### src/rtl/fppr_pkg.sv
// Constants and types shared by the front panel power and reset controller
package fppr_pkg;
	localparam int CLK_HZ = 10_000_000;
	localparam int CYC_PER_MS = CLK_HZ / 1000;
	localparam int CYC_PER_US = CLK_HZ / 1_000_000;
	localparam int DEBOUNCE_MS = 10;
	localparam int DEBOUNCE_CYC = CYC_PER_MS * DEBOUNCE_MS;
	localparam int PULSE_MIN_MS = 5;
	localparam int PULSE_MIN_CYC = CYC_PER_MS * PULSE_MIN_MS;
	localparam int PULSE_MAX_MS = 100;
	localparam int PULSE_MAX_CYC = CYC_PER_MS * PULSE_MAX_MS;
	localparam int I2C_RST_US = 100;
	localparam int I2C_RST_CYC = CYC_PER_US * I2C_RST_US;
	localparam int RESTORE_CYC = 4;
	localparam logic [6:0] I2C_ADDR = 7'h51;
	localparam logic [7:0] REG_FAULT = 8'h00;
	localparam logic [7:0] REG_CMD = 8'h01;
	localparam int FLT_PSU_BIT = 0;
	localparam int FLT_DRV_BIT = 1;
	localparam int ST_COOL_BIT = 2;
	localparam int ST_PWR_BIT = 3;
	localparam int CMD_RST_BIT = 0;
	localparam logic PWR_RESET_VAL = 1'b0;
	typedef enum logic [1:0] {PS_INIT, PS_RUN} fppr_pstate_t;
	typedef enum logic [3:0] {
		IS_IDLE, IS_ADDR, IS_AACK, IS_PTR, IS_PACK, IS_WDAT, IS_WACK, IS_RDAT, IS_RACK
	} fppr_istate_t;
endpackage : fppr_pkg

### src/rtl/fppr_debounce.sv
// Synchroniser and debouncer for one pushbutton
`timescale 1ns/100ps
`default_nettype none
module fppr_debounce #(
	parameter int CYCLES = fppr_pkg::DEBOUNCE_CYC
) (
	input wire logic clk_in,
	input wire logic rst_n_in,
	input wire logic raw_in,
	output logic stable_out
);
	import fppr_pkg::*;
	localparam int CW = $clog2(CYCLES + 1);
	typedef struct packed {
		logic s1;
		logic s2;
		logic stable;
		logic [CW-1:0] cnt;
	} fppr_deb_t;
	fppr_deb_t q, d;

	////////////////////////////////////////////////////////////////////////////
	always_comb begin
		d = q;
		d.s1 = raw_in;
		d.s2 = q.s1;
		if (q.s2 != q.stable) begin
			// Level must hold for the full window before it is taken
			if (q.cnt == CW'(CYCLES - 1)) begin
				d.stable = q.s2;
				d.cnt = '0;
			end else begin
				d.cnt = q.cnt + CW'(1);
			end
		end else begin
			d.cnt = '0;
		end
	end

	always_ff @(posedge clk_in or negedge rst_n_in) begin
		if (!rst_n_in) begin
			q <= '0;
		end else begin
			q <= d;
		end
	end

	assign stable_out = q.stable;
endmodule : fppr_debounce
`default_nettype wire

### src/rtl/fppr_i2c_slave.sv
// Small I2C slave: pointer byte then data bytes, reads return one status byte
`timescale 1ns/100ps
`default_nettype none
module fppr_i2c_slave (
	input wire logic clk_in,
	input wire logic rst_n_in,
	input wire logic scl_in,
	input wire logic sda_in,
	output logic sda_oe_out,
	input wire logic [7:0] rd_data_in,
	output logic wr_stb_out,
	output logic [7:0] wr_ptr_out,
	output logic [7:0] wr_dat_out
);
	import fppr_pkg::*;
	typedef struct packed {
		logic c1, c2, cp, a1, a2, ap;
		fppr_istate_t st;
		logic [3:0] cnt;
		logic [7:0] sh;
		logic [7:0] ptr;
		logic oe;
		logic stb;
		logic [7:0] dat;
	} fppr_i2c_t;
	fppr_i2c_t q, d;
	logic rise, fall, start, stop;

	////////////////////////////////////////////////////////////////////////////
	always_comb begin
		d = q;
		d.stb = 1'b0;
		d.c1 = scl_in;
		d.c2 = q.c1;
		d.cp = q.c2;
		d.a1 = sda_in;
		d.a2 = q.a1;
		d.ap = q.a2;
		rise = q.c2 & !q.cp;
		fall = !q.c2 & q.cp;
		start = q.c2 & q.cp & q.ap & !q.a2;
		stop = q.c2 & q.cp & !q.ap & q.a2;
		if (start) begin
			d.st = IS_ADDR;
			d.cnt = '0;
			d.oe = 1'b0;
		end else if (stop) begin
			d.st = IS_IDLE;
			d.oe = 1'b0;
		end else if (rise) begin
			case (q.st)
				IS_ADDR, IS_PTR, IS_WDAT: begin
					d.sh = {q.sh[6:0], q.a2};
					d.cnt = q.cnt + 4'h1;
				end
				IS_RDAT: d.cnt = q.cnt + 4'h1;
				IS_RACK: d.st = q.a2 ? IS_IDLE : IS_AACK;
				default: d.st = q.st;
			endcase
		end else if (fall) begin
			case (q.st)
				IS_ADDR: if (q.cnt == 4'h8) begin
					// Only the own address is acknowledged
					if (q.sh[7:1] == I2C_ADDR) begin
						d.oe = 1'b1;
						d.st = IS_AACK;
						d.sh = {7'h00, q.sh[0]};
					end else begin
						d.st = IS_IDLE;
					end
				end
				IS_AACK: begin
					d.cnt = '0;
					if (q.sh[0] || q.st == IS_AACK && q.cnt == 4'h8 && q.sh[0]) begin
						d.st = IS_RDAT;
						d.oe = !rd_data_in[7];
						d.sh = {rd_data_in[6:0], 1'b1};
					end else begin
						d.st = IS_PTR;
						d.oe = 1'b0;
					end
				end
				IS_PTR: if (q.cnt == 4'h8) begin
					d.ptr = q.sh;
					d.oe = 1'b1;
					d.st = IS_PACK;
				end
				IS_WDAT: if (q.cnt == 4'h8) begin
					d.stb = 1'b1;
					d.dat = q.sh;
					d.oe = 1'b1;
					d.st = IS_WACK;
				end
				IS_PACK, IS_WACK: begin
					d.oe = 1'b0;
					d.cnt = '0;
					d.st = IS_WDAT;
				end
				IS_RDAT: begin
					if (q.cnt == 4'h8) begin
						d.oe = 1'b0;
						d.st = IS_RACK;
					end else begin
						d.oe = !q.sh[7];
						d.sh = {q.sh[6:0], 1'b1};
					end
				end
				default: d.st = q.st;
			endcase
		end
	end

	always_ff @(posedge clk_in or negedge rst_n_in) begin
		if (!rst_n_in) begin
			q <= '{st: IS_IDLE, default: '0};
		end else begin
			q <= d;
		end
	end

	assign sda_oe_out = q.oe;
	assign wr_stb_out = q.stb;
	assign wr_ptr_out = q.ptr;
	assign wr_dat_out = q.dat;
endmodule : fppr_i2c_slave
`default_nettype wire

### src/rtl/fppr_top.sv
// Front panel power, reset, interrupt and fault indicator controller
// What this block does
// Every pushbutton is synchronised and debounced before use.
// Each nmi button press gives exactly one interrupt pulse.
// Power button press while off always powers on.
// Power button press while on powers off unless secure mode.
// Releasing the power button never changes power state.
// Clock alarm request works in level or pulse mode by strap.
// Level mode: falling clock alarm request powers on.
// Level mode: rising clock alarm request powers off.
// Level mode reacts to edges only, never to static level.
// Baseboard holds clock alarm request at wanted level.
// Management low pulse toggles power; secure mode ignored.
// Management pulses between 5 ms and 100 ms are accepted.
// Power state kept in nonvolatile store and restored at start.
// Restore is automatic and ignores secure mode.
// Secure mode blocks power-off button and reset button only.
// No replay after secure mode; held power button then powers off.
// Reset button held without secure mode holds system reset.
// I2C reset command resets system regardless of secure mode.
// I2C slave answers at address A2h.
// I2C-written supply and drive faults light their LEDs.
// Cooling fail LED follows the active-low cooling fail input.
// Pulse mode: valid clock alarm low pulse toggles power.
`timescale 1ns/100ps
`default_nettype none
module fppr_top #(
	parameter int DEB_CYC = fppr_pkg::DEBOUNCE_CYC,
	parameter int PMIN_CYC = fppr_pkg::PULSE_MIN_CYC,
	parameter int PMAX_CYC = fppr_pkg::PULSE_MAX_CYC
) (
	input wire logic clk_in,
	input wire logic rst_n_in,
	input wire logic power_button_n_in,
	input wire logic reset_button_n_in,
	input wire logic nmi_button_n_in,
	input wire logic rtc_power_n_in,
	input wire logic rtc_pulse_mode_in,
	input wire logic mgmt_power_n_in,
	input wire logic secure_mode_in,
	input wire logic cooling_fail_n_in,
	input wire logic nv_power_in,
	input wire logic i2c_scl_in,
	input wire logic i2c_sda_in,
	output logic i2c_sda_out,
	output logic i2c_sda_oe_out,
	output logic power_on_out,
	output logic sys_reset_n_out,
	output logic nmi_out,
	output logic nv_wr_out,
	output logic nv_data_out,
	output logic power_on_led_out,
	output logic power_fail_led_out,
	output logic cooling_fail_led_out,
	output logic drive_fault_led_out
);
	import fppr_pkg::*;
	localparam int MCW = $clog2(PMAX_CYC + 2);
	localparam int RCW = $clog2(I2C_RST_CYC + 1);

	typedef struct packed {
		logic rtc_s1, rtc_s2, rtc_p;
		logic mg_s1, mg_s2, mg_p;
		logic sec_s1, sec_s2, sec_p;
		logic cool_s1, cool_s2;
		logic nv_s1, nv_s2;
		logic mode_s1, mode_s2;
		logic pb_p, nb_p;
		logic [MCW-1:0] mg_cnt;
		logic [MCW-1:0] rtc_cnt;
		fppr_pstate_t st;
		logic [2:0] init_cnt;
		logic power;
		logic nv_wr;
		logic nmi;
		logic [RCW-1:0] rst_cnt;
		logic sys_rst_n;
		logic psu_flt, drv_flt, cool_led;
		logic sda_lvl;
	} fppr_top_t;
	fppr_top_t q, d;

	logic pb, rb, nb;
	logic wr_stb;
	logic [7:0] wr_ptr, wr_dat, rd_data;
	logic pb_press, sec_fall, mg_rise, rtc_rise, rtc_fall;
	logic ev_pb_on, ev_pb_off, ev_mg, ev_rtc_on, ev_rtc_off, ev_rtc_tog;
	logic want_on, want_off;

	////////////////////////////////////////////////////////////////////////////
	function automatic logic [MCW-1:0] sat_inc(input logic [MCW-1:0] c);
		sat_inc = (c == MCW'(PMAX_CYC + 1)) ? c : c + MCW'(1);
	endfunction : sat_inc

	function automatic logic pulse_ok(input logic [MCW-1:0] c);
		pulse_ok = (c >= MCW'(PMIN_CYC)) && (c <= MCW'(PMAX_CYC));
	endfunction : pulse_ok

	////////////////////////////////////////////////////////////////////////////
	fppr_debounce #(.CYCLES(DEB_CYC)) u_deb_pwr (
		.clk_in(clk_in),
		.rst_n_in(rst_n_in),
		.raw_in(!power_button_n_in),
		.stable_out(pb)
	);
	fppr_debounce #(.CYCLES(DEB_CYC)) u_deb_rst (
		.clk_in(clk_in),
		.rst_n_in(rst_n_in),
		.raw_in(!reset_button_n_in),
		.stable_out(rb)
	);
	fppr_debounce #(.CYCLES(DEB_CYC)) u_deb_nmi (
		.clk_in(clk_in),
		.rst_n_in(rst_n_in),
		.raw_in(!nmi_button_n_in),
		.stable_out(nb)
	);
	fppr_i2c_slave u_i2c (
		.clk_in(clk_in),
		.rst_n_in(rst_n_in),
		.scl_in(i2c_scl_in),
		.sda_in(i2c_sda_in),
		.sda_oe_out(i2c_sda_oe_out),
		.rd_data_in(rd_data),
		.wr_stb_out(wr_stb),
		.wr_ptr_out(wr_ptr),
		.wr_dat_out(wr_dat)
	);

	always_comb begin
		rd_data = '0;
		rd_data[FLT_PSU_BIT] = q.psu_flt;
		rd_data[FLT_DRV_BIT] = q.drv_flt;
		rd_data[ST_COOL_BIT] = q.cool_led;
		rd_data[ST_PWR_BIT] = q.power;
	end

	////////////////////////////////////////////////////////////////////////////
	// Event decode
	always_comb begin
		pb_press = pb & !q.pb_p;
		sec_fall = q.sec_p & !q.sec_s2;
		mg_rise = q.mg_s2 & !q.mg_p;
		rtc_rise = q.rtc_s2 & !q.rtc_p;
		rtc_fall = !q.rtc_s2 & q.rtc_p;
		ev_pb_on = pb_press & !q.power;
		ev_pb_off = q.power & !q.sec_s2 & (pb_press | (sec_fall & pb));
		ev_mg = mg_rise & pulse_ok(q.mg_cnt);
		ev_rtc_on = !q.mode_s2 & rtc_fall;
		ev_rtc_off = !q.mode_s2 & rtc_rise;
		ev_rtc_tog = q.mode_s2 & rtc_rise & pulse_ok(q.rtc_cnt);
		want_on = ev_pb_on | ev_rtc_on | ev_mg | ev_rtc_tog;
		want_off = ev_pb_off | ev_rtc_off | ev_mg | ev_rtc_tog;
	end

	////////////////////////////////////////////////////////////////////////////
	always_comb begin
		d = q;
		d.rtc_s1 = rtc_power_n_in;
		d.rtc_s2 = q.rtc_s1;
		d.rtc_p = q.rtc_s2;
		d.mg_s1 = mgmt_power_n_in;
		d.mg_s2 = q.mg_s1;
		d.mg_p = q.mg_s2;
		d.sec_s1 = secure_mode_in;
		d.sec_s2 = q.sec_s1;
		d.sec_p = q.sec_s2;
		d.cool_s1 = cooling_fail_n_in;
		d.cool_s2 = q.cool_s1;
		d.nv_s1 = nv_power_in;
		d.nv_s2 = q.nv_s1;
		d.mode_s1 = rtc_pulse_mode_in;
		d.mode_s2 = q.mode_s1;
		d.pb_p = pb;
		d.nb_p = nb;
		d.sda_lvl = 1'b0;
		// Low time of the pulse-style requests
		d.mg_cnt = q.mg_s2 ? '0 : sat_inc(q.mg_cnt);
		d.rtc_cnt = q.rtc_s2 ? '0 : sat_inc(q.rtc_cnt);
		d.nmi = nb & !q.nb_p;
		case (q.st)
			PS_INIT: begin
				// Stored state comes back with no one's help
				if (q.init_cnt == 3'(RESTORE_CYC)) begin
					d.power = q.nv_s2;
					d.st = PS_RUN;
				end else begin
					d.init_cnt = q.init_cnt + 3'h1;
				end
			end
			PS_RUN: begin
				if (!q.power && want_on) begin
					d.power = 1'b1;
				end else if (q.power && want_off) begin
					d.power = 1'b0;
				end
			end
			default: d.st = PS_INIT;
		endcase
		d.nv_wr = d.power != q.power;
		if (wr_stb && wr_ptr == REG_FAULT) begin
			d.psu_flt = wr_dat[FLT_PSU_BIT];
			d.drv_flt = wr_dat[FLT_DRV_BIT];
		end
		if (wr_stb && wr_ptr == REG_CMD && wr_dat[CMD_RST_BIT]) begin
			d.rst_cnt = RCW'(I2C_RST_CYC);
		end else if (q.rst_cnt != '0) begin
			d.rst_cnt = q.rst_cnt - RCW'(1);
		end
		d.sys_rst_n = !((rb & !q.sec_s2) | (d.rst_cnt != '0));
		d.cool_led = !q.cool_s2;
	end

	always_ff @(posedge clk_in or negedge rst_n_in) begin
		if (!rst_n_in) begin
			q <= '{st: PS_INIT, power: PWR_RESET_VAL, sys_rst_n: 1'b1, rtc_s1: 1'b1,
				rtc_s2: 1'b1, rtc_p: 1'b1, mg_s1: 1'b1, mg_s2: 1'b1, mg_p: 1'b1,
				cool_s1: 1'b1, cool_s2: 1'b1, default: '0};
		end else begin
			q <= d;
		end
	end

	assign i2c_sda_out = q.sda_lvl;
	assign power_on_out = q.power;
	assign power_on_led_out = q.power;
	assign nv_data_out = q.power;
	assign nv_wr_out = q.nv_wr;
	assign sys_reset_n_out = q.sys_rst_n;
	assign nmi_out = q.nmi;
	assign power_fail_led_out = q.psu_flt;
	assign drive_fault_led_out = q.drv_flt;
	assign cooling_fail_led_out = q.cool_led;
endmodule : fppr_top
`default_nettype wire

### config.mk
export PLATFORM = sky130hd
export DESIGN_NAME = fppr_top
export DESIGN_NICKNAME = d
export VERILOG_FILES = /design/src/rtl/fppr_pkg.sv /design/src/rtl/fppr_debounce.sv /design/src/rtl/fppr_i2c_slave.sv /design/src/rtl/fppr_top.sv
export SDC_FILE = /design/constraint.sdc
export NUM_CORES = 1
export LEC_CHECK = 0
export BUFFER_PORTS_ARGS = -buffer_cell sky130_fd_sc_hd__clkbuf_2
export CAP_MARGIN = 20
export CORE_ASPECT_RATIO = 0.75
export CORE_MARGIN = 5
export CORE_UTILIZATION = 45
export CTS_CLUSTER_DIAMETER = 40
export DETAILED_ROUTE_END_ITERATION = 8
export SETUP_SLACK_MARGIN = 0.02
export SYNTH_ARGS = -nofsm -noshare
export SYNTH_HDL_FRONTEND = slang
export SYNTH_SLANG_ARGS = --single-unit
### constraint.sdc
create_clock -name clk_in -period 3.36 [get_ports clk_in]
set_clock_uncertainty 0.05 [all_clocks]
set_input_delay 0.168 -clock clk_in [delete_from_list [all_inputs] [get_ports clk_in]]
set_output_delay 0.168 -clock clk_in [all_outputs]
set_load 0.05 [all_outputs]
==> results of run 1 <==
report_power, final:
group	internal [mW]	switching (mW)	leakage (nW)
logic	0.185	0.291	1.56
clock network	1.31	0.826	0.314
registers	2.15	0.153	2.30
how the worst max path moves through the flow:
stage	start	to	slack (ps)	depth (start not counted)
finish	q[5]	sys_reset_n_out	750	8
global route	q[5]	sys_reset_n_out	570	8
CTS	q[5]	sys_reset_n_out	770	8
detailed placement	q[5]	sys_reset_n_out	800	8
global placement	q[5]	sys_reset_n_out	880	8
floorplan	q[5]	sys_reset_n_out	1000	9
final cells by class:
| cell class | count | area (um2) |
|---|---|---|
| Inverter | 44 | 165.2 |
| Clock buffer | 20 | 466.7 |
| Timing Repair Buffer | 37 | 259.0 |
| Tap cell | 242 | 302.8 |
| Sequential cell | 172 | 4315 |
| Fill cell | 1593 | 8487 |
| Multi-Input combinational cell | 578 | 3635 |
| Clock inverter | 12 | 183.9 |
layer usage:
layer,global-route usage,up-vias,wire [um]
met1,0.2225,2897,7923
met4,0.03783,0,132
li1,-,2891,-
met5,0,-,0
met3,0.03768,10,542
met2,0.2423,87,7035
sequential cells by signal (all words and copies together) (netlist names), 2 cells and up:
| name | cells |
|---|---|
| d | 9 |
| q | 62 |
| u_deb_nmi.q | 18 |
| u_deb_pwr.q | 18 |
| u_deb_rst.q | 18 |
| u_i2c.d | 4 |
| u_i2c.q | 18 |
| u_i2c.wr_dat_out | 2 |
| u_i2c.wr_ptr_out | 8 |
metrics by stage:
step	power, mW	utilization
floorplan	2.661	-
global placement	2.791	0.4803
detailed placement	2.806	0.4803
CTS	4.971	0.5236
global route	5.149	0.5236
finish	4.924	0.5236
cell usage in the layout, fill, tap and decap left out, types with 6 or more instances in the layout:
cell and instances:
sky130_fd_sc_hd__clkbuf_16 17, sky130_fd_sc_hd__nand2_1 57, sky130_fd_sc_hd__dlygate4sd3_1 12, sky130_fd_sc_hd__and4_1 7, sky130_fd_sc_hd__ha_1 18, sky130_fd_sc_hd__xnor2_1 37, sky130_fd_sc_hd__inv_1 44, sky130_fd_sc_hd__dfstp_2 9
sky130_fd_sc_hd__nand4_1 26, sky130_fd_sc_hd__nor4_1 16, sky130_fd_sc_hd__clkbuf_2 21, sky130_fd_sc_hd__o21ai_0 22, sky130_fd_sc_hd__nor2_1 119, sky130_fd_sc_hd__or4_1 7, sky130_fd_sc_hd__a21oi_1 23, sky130_fd_sc_hd__nor2b_1 7
sky130_fd_sc_hd__mux2_2 19, sky130_fd_sc_hd__nand3_1 46, sky130_fd_sc_hd__xor2_1 50, sky130_fd_sc_hd__nor3_1 21, sky130_fd_sc_hd__a22o_1 10, sky130_fd_sc_hd__or3_1 6, sky130_fd_sc_hd__and3_1 13, sky130_fd_sc_hd__dfrtp_1 163
cells by family (layout without fill, tap and decap cells):
family	Yosys count	in the layout	share of synthesized area
muxes	21	21	0.02845
DFF	172	172	0.5248
and+or+nand+nor	359	359	0.2188
adders and majority gates	18	18	0.02739
buffers and inverters	69	113	0.03317
other	1	1	0.0004560
AOI/OAI and AO/OA	92	92	0.07426
xor gates and xnor gates	87	87	0.09267
timing repair:
item	CTS	global route
endpoints found under the hold margin	90	0
resized for setup	0	0
hold buffers	12	0
setup buffers	0	0
setup endpoints to repair	0	0
==> results.txt, run 1 <==
The run finished with clean final reports. The overall global routing resource usage came out at 0.1557. The worst setup margin came out at 749.3 ps. In the final routed layout, each cell accounts on average for between 10 and 15 um. The CTS tree is built. The final cell count without fillers is roughly 1100. The tightest min-delay check is of the flip-flop to flip-flop type. The routed wire length came out at approximately 16000 um. The fraction of the cycle the final worst path needs is 0.7770. The highest fanout seen on the critical path came out at 6. The total clock buffers created by CTS is 17. The clock tree root driver cell is sky130_fd_sc_hd__clkbuf_16. The count of cell types in the netlist is 61. The maximum number of buffers from clock root to sink came out at 2. The initial antenna violation count is 0.

Setup repair after global routing left no endpoint under its margin. Across all layers, the routed design uses between 5000 and 6000 vias. The area growth from synthesis to layout is 13.44%.

The critical path goes through inv_1 -> ha_1 -> or3b_1 -> or4_1 -> nor3_2 -> a31oi_1 -> nor3b_1 -> nor4b_2. The DRC violations left came out at 0. Summed over all instances, the cell type with the most area after synthesis is sky130_fd_sc_hd__dfrtp_1. The fraction of synthesized cell area taken by the top area cell type came out at 0.4960.

Counting flops with a built-in enable in the synthesized netlist gives 0. The final setup violation count is 0. The share of synthesized flip-flops with an asynchronous set or reset is 1.000. The number of vias per cell came out at between 5 and 6. The leakage component of the power is ~4.2 nW. The highest-delay cell along the critical path is sky130_fd_sc_hd__or4_1. Once placement finished, the instance area stood at around 8600 um2. The arrival time reported for the critical path endpoint is 2890 ps. The number of warnings reported in the yosys synthesis log is 0. Yosys instantiated no cell more often than sky130_fd_sc_hd__dfrtp_1. The CTS H-tree depth is 4. The sequential-to-total area share from yosys stat came out at 0.5248. The count of clock tree sinks is between 150 and 200.

The clock period minus worst slack is 2611 ps. The measured slew at the worst slew-check pin is 766.8 ps. At the worst endpoint, the required time is roughly 3600 ps.

The cell family contributing the most delay on the critical path is simple AND/OR/NAND/NOR gates. 0 antenna diodes ended up in the layout. The first global-routing pass estimated approximately 28000 um of wire. Port buffering added 22 buffers.

The share of final-layout standard cells stronger than drive strength 1 came out at 0.1101. In this run the most critical hold path is launched from u_deb_rst.d[18]. At the placement stage, the worst setup path has a slack of 800.8 ps. The maximum number of pins on one net before global-route repair came out at 87.

The number of buffer and inverter instances along the worst setup path came out at 1. The I/O pin count came out at 24. The later pin in the worst-skew pair is clocked with a latency of about 420 ps. The worst hold path was traced through 0 stages.

The global placer's final weighted congestion came out at 0.8343. In the synthesized netlist the dominant register cell turns out to be sky130_fd_sc_hd__dfrtp_1. The smallest hold slack is 304.9 ps. After technology mapping, the gate count stands at ~820. The worst ir drop on vdd is between 0.3 and 0.4 mV. The total of max-cap violations came out at 0. The critical path's largest stage delay came out at between 600 and 700 ps. The count of endpoints failing hold in the final timing report is 0. The number of search-and-repair iterations in the first detailed-routing pass is 7. The half-perimeter wire length after detailed placement came out at around 11000 um. The endpoint of the most critical register-to-register path is sys_reset_n_out. The floorplan has between 40 and 50 rows. The number of violations reported at the end of detailed-routing iteration 0 came out at ~360. The total instance count after detailed placement is 1061. The type of element launching the critical path is a flip-flop. In this run the power density over the cells is around 530 nW/um2.

The mapped netlist covers 8223 um2. The type of the setup path with the least slack is flip-flop to flip-flop. The area of the core came out at roughly 18000 um2. The category of the worst setup path capture point is a flip-flop.

The worst register-to-register path begins at q[5]. By area the synthesized netlist is led by sky130_fd_sc_hd__dfrtp_1, sky130_fd_sc_hd__nor2_1, sky130_fd_sc_hd__xor2_1. The net count of the finished layout is about 900. Summed over all layers, the global routing overflow is 0. After synthesis, the most frequently instantiated cells are sky130_fd_sc_hd__dfrtp_1, sky130_fd_sc_hd__nor2_1, sky130_fd_sc_hd__nand2_1. The number of cells traversed by the worst register-to-register path is 8. Derived from the worst setup path, the maximum achievable clock frequency is approximately 0.38 GHz. The number of global-route vias before repair is about 5900. The die boundary height is between 100 and 150 um. The effective utilization at floorplan came out at 0.4616. The worst slew margin relative to its limit came out at 0.4888. The destination of the worst hold path is u_deb_rst.q[18].

The die boundary width came out at approximately 170 um. The mean area per synthesized cell came out at 10.04 um2. Synthesis inferred 172 register bits. The max-slew violation count came out at 0. The detail route stage leaves a number of antenna-violating nets equal to 0. After clock tree synthesis, the clock-pin slew on the worst setup and hold paths is roughly 70 ps.

The total negative slack came out at 0 ps. With fillers left out, the area of the finished cells amounts to roughly 9300 um2. The die covers between 20000 and 25000 um2. The minimum setup slack among reg-to-reg paths is 750 ps. The total nets after synthesis came out at 850.
No activity file was read; power rests on OpenSTA's default activity.
==> inputs of run 2 (changes only) <==
ABC_AREA = 1   (was not set)
clock period = 2.3 ns   (was 3.36 ns; I/O delays follow)
==> results.txt, run 2 <==
The number of vias after detailed routing was 6514 (+11%). Setup repair after global routing left no endpoint under its margin. The fraction of power spent switching nets came to 0.2731 (+0.01506). The most common cell in the synthesized netlist is sky130_fd_sc_hd__nand2_1. Leaving out fill and tap cells, the most frequent cells in the layout are sky130_fd_sc_hd__nand2_1, sky130_fd_sc_hd__dfrtp_1, sky130_fd_sc_hd__inv_1. The number of vias per cell was 4.847 (-9.0%).

The synthesized design spends more area on one cell type than any other, namely sky130_fd_sc_hd__dfrtp_1. By count the netlist is led by sky130_fd_sc_hd__nand2_1, sky130_fd_sc_hd__dfrtp_1, sky130_fd_sc_hd__inv_1. The worst setup margin was 313.4 ps (-435.8 ps). The number of flip-flops in the largest register is 62 (unchanged). The post-CTS repair timing setup buffer count is 0 (unchanged). The number of search-and-repair iterations in the first detailed-routing pass came out at 5 (-2).

The final setup violation count is 0 (unchanged). STA classifies the critical path startpoint as a flip-flop. The arrival time reported for the critical path endpoint is 2250 ps (-640 ps).

The number of antenna diodes came to 0 (unchanged). The max-slew violation count is 0 (unchanged). The number of fill cells in the layout is 1766 (+11%). The number of instances in the synthesized netlist is 1025 (+25%). The number of warnings reported in the yosys synthesis log came out at 0 (unchanged). The half-perimeter wire length after detailed placement is 12040 um (+12%). The average routed wire per standard cell is 12.34 um (-13%). The number of global-route vias before repair was 6172 (+4.9%). The number of violations reported at the end of detailed-routing iteration 0 came out at 542 (+50%). The cell area after synthesis came to 8588 um2 (+4.4%).

The combinational fraction of design power is 0.114 (+0.017). The clock tree root driver cell is sky130_fd_sc_hd__clkbuf_16. The overall global routing resource usage came out at 0.1655 (+0.009737).

For this run, the leading register cell type out of synthesis is sky130_fd_sc_hd__dfrtp_1. The critical path data required time is 2560 ps (-1080 ps). The number of flip-flops and latches in the synthesized netlist is 172 (unchanged).

The measured slew at the worst slew-check pin is 579.4 ps (-187.5 ps). The path class of the lowest-slack min-delay path is input port to asynchronous set/reset pin. The maximum number of buffers from clock root to sink is 2 (unchanged). The worst slew margin relative to its limit is 0.6137 (+0.1250).

The worst slack after detailed placement is 338.5 ps (-462.3 ps). The number of port buffers came out at 22 (unchanged). The number of enable flip-flop cells after synthesis is 0 (unchanged). The I/O pin count is 24 (unchanged). The highest fanout seen on the critical path was 5 (-1).

The mean area per synthesized cell is 8.379 um2 (-17%). The count of clock tree sinks is 172 (unchanged). The total of max-cap violations came to 0 (unchanged). The clock transition time at the flip-flop clock pins of the worst setup and hold paths came out at 60 ps (about the same). The effective utilization at floorplan came to 0.4614 (about the same). The total nets after synthesis came to 1056 (+24%). The clock period minus worst slack is 1987 ps (-624.2 ps). The largest register by flop count is q. In the post-synthesis netlist, the biggest area contributors are sky130_fd_sc_hd__dfrtp_1, sky130_fd_sc_hd__nand2_1, sky130_fd_sc_hd__inv_1. The worst setup path is captured at a flip-flop. The first-pass GRT wire length came to 29790 um (+7.2%). In this run the critical register-to-register path is launched from u_i2c.q[37]. The net switching power figure came to 1.857 mW (+46%). The number of buffers inserted for hold repair after clock tree synthesis is 12 (unchanged).

The leakage component of the power was 4.737 nW (+14%). The total clock buffers created by CTS is 17 (unchanged). The global-route met2 utilization is 0.2314 (-0.01094). The total number of nets in the final design is 1115 (+27%). The fraction of synthesized cell area taken by the top area cell type is 0.4749 (-0.02110).

The die boundary width came out at 169.5 um (+2.1%). The number of nets still failing antenna checks after routing is 0 (unchanged). The total negative slack came to 0 ps (unchanged). The run finished with clean final reports.

The DRC violations left came to 0 (unchanged). The number of cells traversed by the worst register-to-register path is 10 (+2). The area of the core is 18620 um2 (+4.5%).

The internal power consumption came out at 4.943 mW (+35%). The source-to-sink clock delay at the later pin of the worst-skew pair is 430 ps (about the same). The highest achievable clock rate is 0.5034 GHz (+31%).

The share of final-layout standard cells stronger than drive strength 1 came out at 0.1294 (+0.01936). The remaining global-route overflow came out at 0 (unchanged). The count of cell types in the netlist came out at 53 (-13%). The routed wire length is 16590 um (+6.1%). The number of resized instances in the post-cts repair step is 0 (unchanged). The global-route met3 utilization came out at 0.03538 (-0.002301).

The global placer's final weighted congestion came out at 0.8697 (+4.2%). The met1 routing resource usage after global routing came out at 0.2572 (+0.03465). The part of the power in the clock network is 0.406 (-0.029). The row count was 43 (+2.4%). Relative to the synthesized area, the layout overhead comes to 13.87%. The worst ir drop on vdd came out at 0.5147 mV (+65%).

The area of the die came to 21980 um2 (+4.1%). The power per standard cell area came out at 695.3 nW/um2 (+32%). The die boundary height came out at 129.6 um (+2.0%).

The critical path starts at u_i2c.q[37]. The library cell used most frequently in the layout, excluding fill and tap cells, is sky130_fd_sc_hd__nand2_1. The initial antenna violation count came out at 0 (unchanged). The sequential-to-total area share from yosys stat was 0.5025 (-0.02233). TritonCTS built the clock tree. The smallest hold slack came out at 194.0 ps (-110.9 ps).

The type of the setup path with the least slack is flip-flop to flip-flop. The maximum number of pins on one net before global-route repair came out at 70 (-20%). After global routing, the most crowded layer is met1. The count of endpoints failing hold in the final timing report came out at 0 (unchanged). The utilization after layout came out at 0.5253 (+0.001740). The sequential group share of total power came out at 0.480 (+0.011). The CTS H-tree depth came to 4 (unchanged).

The share of synthesized flip-flops with an asynchronous set or reset came out at 1.000 (unchanged). The fraction of the cycle the final worst path needs came out at 0.8637 (+0.08672).
## run 2: critical path, cell delays in order (launching register included)
cell	delay, ps
sky130_fd_sc_hd__dfrtp_1	400
sky130_fd_sc_hd__ha_1	190
sky130_fd_sc_hd__nand2_1	60
sky130_fd_sc_hd__nor2_1	180
sky130_fd_sc_hd__inv_1	90
sky130_fd_sc_hd__nand2_2	130
sky130_fd_sc_hd__inv_2	80
sky130_fd_sc_hd__nand2_1	160
sky130_fd_sc_hd__inv_2	70
sky130_fd_sc_hd__nand3b_2	120
sky130_fd_sc_hd__mux2_1	330
## run 2: kinds of logic after synthesis
family,Yosys count,synth area share
and+or+nand+nor,477,0.2558
buffers and inverters,175,0.08115
DFF,172,0.5025
AOI/OAI and AO/OA,158,0.1085
xor gates and xnor gates,21,0.02142
adders and majority gates,18,0.02622
muxes,3,0.003933
other,1,0.0004366
## run 2: layer usage
layer	wire length, um	up-vias
li1	-	3441
met1	9166	2965
met2	6644	91
met3	574	17
met4	200	0
met5	0	-
## run 2: path summary, 6_finish.rpt
path,slack (ps),endpoint
max,310,u_i2c.wr_ptr_out[5]
min,190,q[43]
max reg2reg,310,u_i2c.wr_ptr_out[5]
min reg2reg,290,u_i2c.d[34]
max in group asynchronous,1330,q[77]
min in group clk_in,260,d[78]
## run 2: final cells by class
cell class / instances / area, um2 / share of cell area
sequential: 172 / 4315 / 0.4413
multi-input combinational: 678 / 3576 / 0.3657
timing repair buffer: 51 / 391.6 / 0.04005
inverter: 164 / 618.1 / 0.06320
clock inverter: 13 / 116.4 / 0.01190
tap: 247 / 309.0 / 0.03160
clock buffer: 19 / 452.9 / 0.04632
## run 2: metrics by stage
stage	power, mW	instances	cell area, um2
floorplan	3.866	1025	8588
global placement	4.082	1300	9090
detailed placement	4.087	1300	9090
CTS	6.905	1344	9779
global route	7.149	1344	9779
finish	6.800	1344	9779
## run 2: power by group through the flow
stage / clock network (mW) / registers [mW] / logic [mW]
floorplan: 0 / 3.35 / 0.521
finish: 2.76 / 3.27 / 0.774
detailed placement: 0 / 3.32 / 0.766
global route: 2.99 / 3.28 / 0.881
global placement: 0 / 3.32 / 0.763
CTS: 2.85 / 3.27 / 0.785
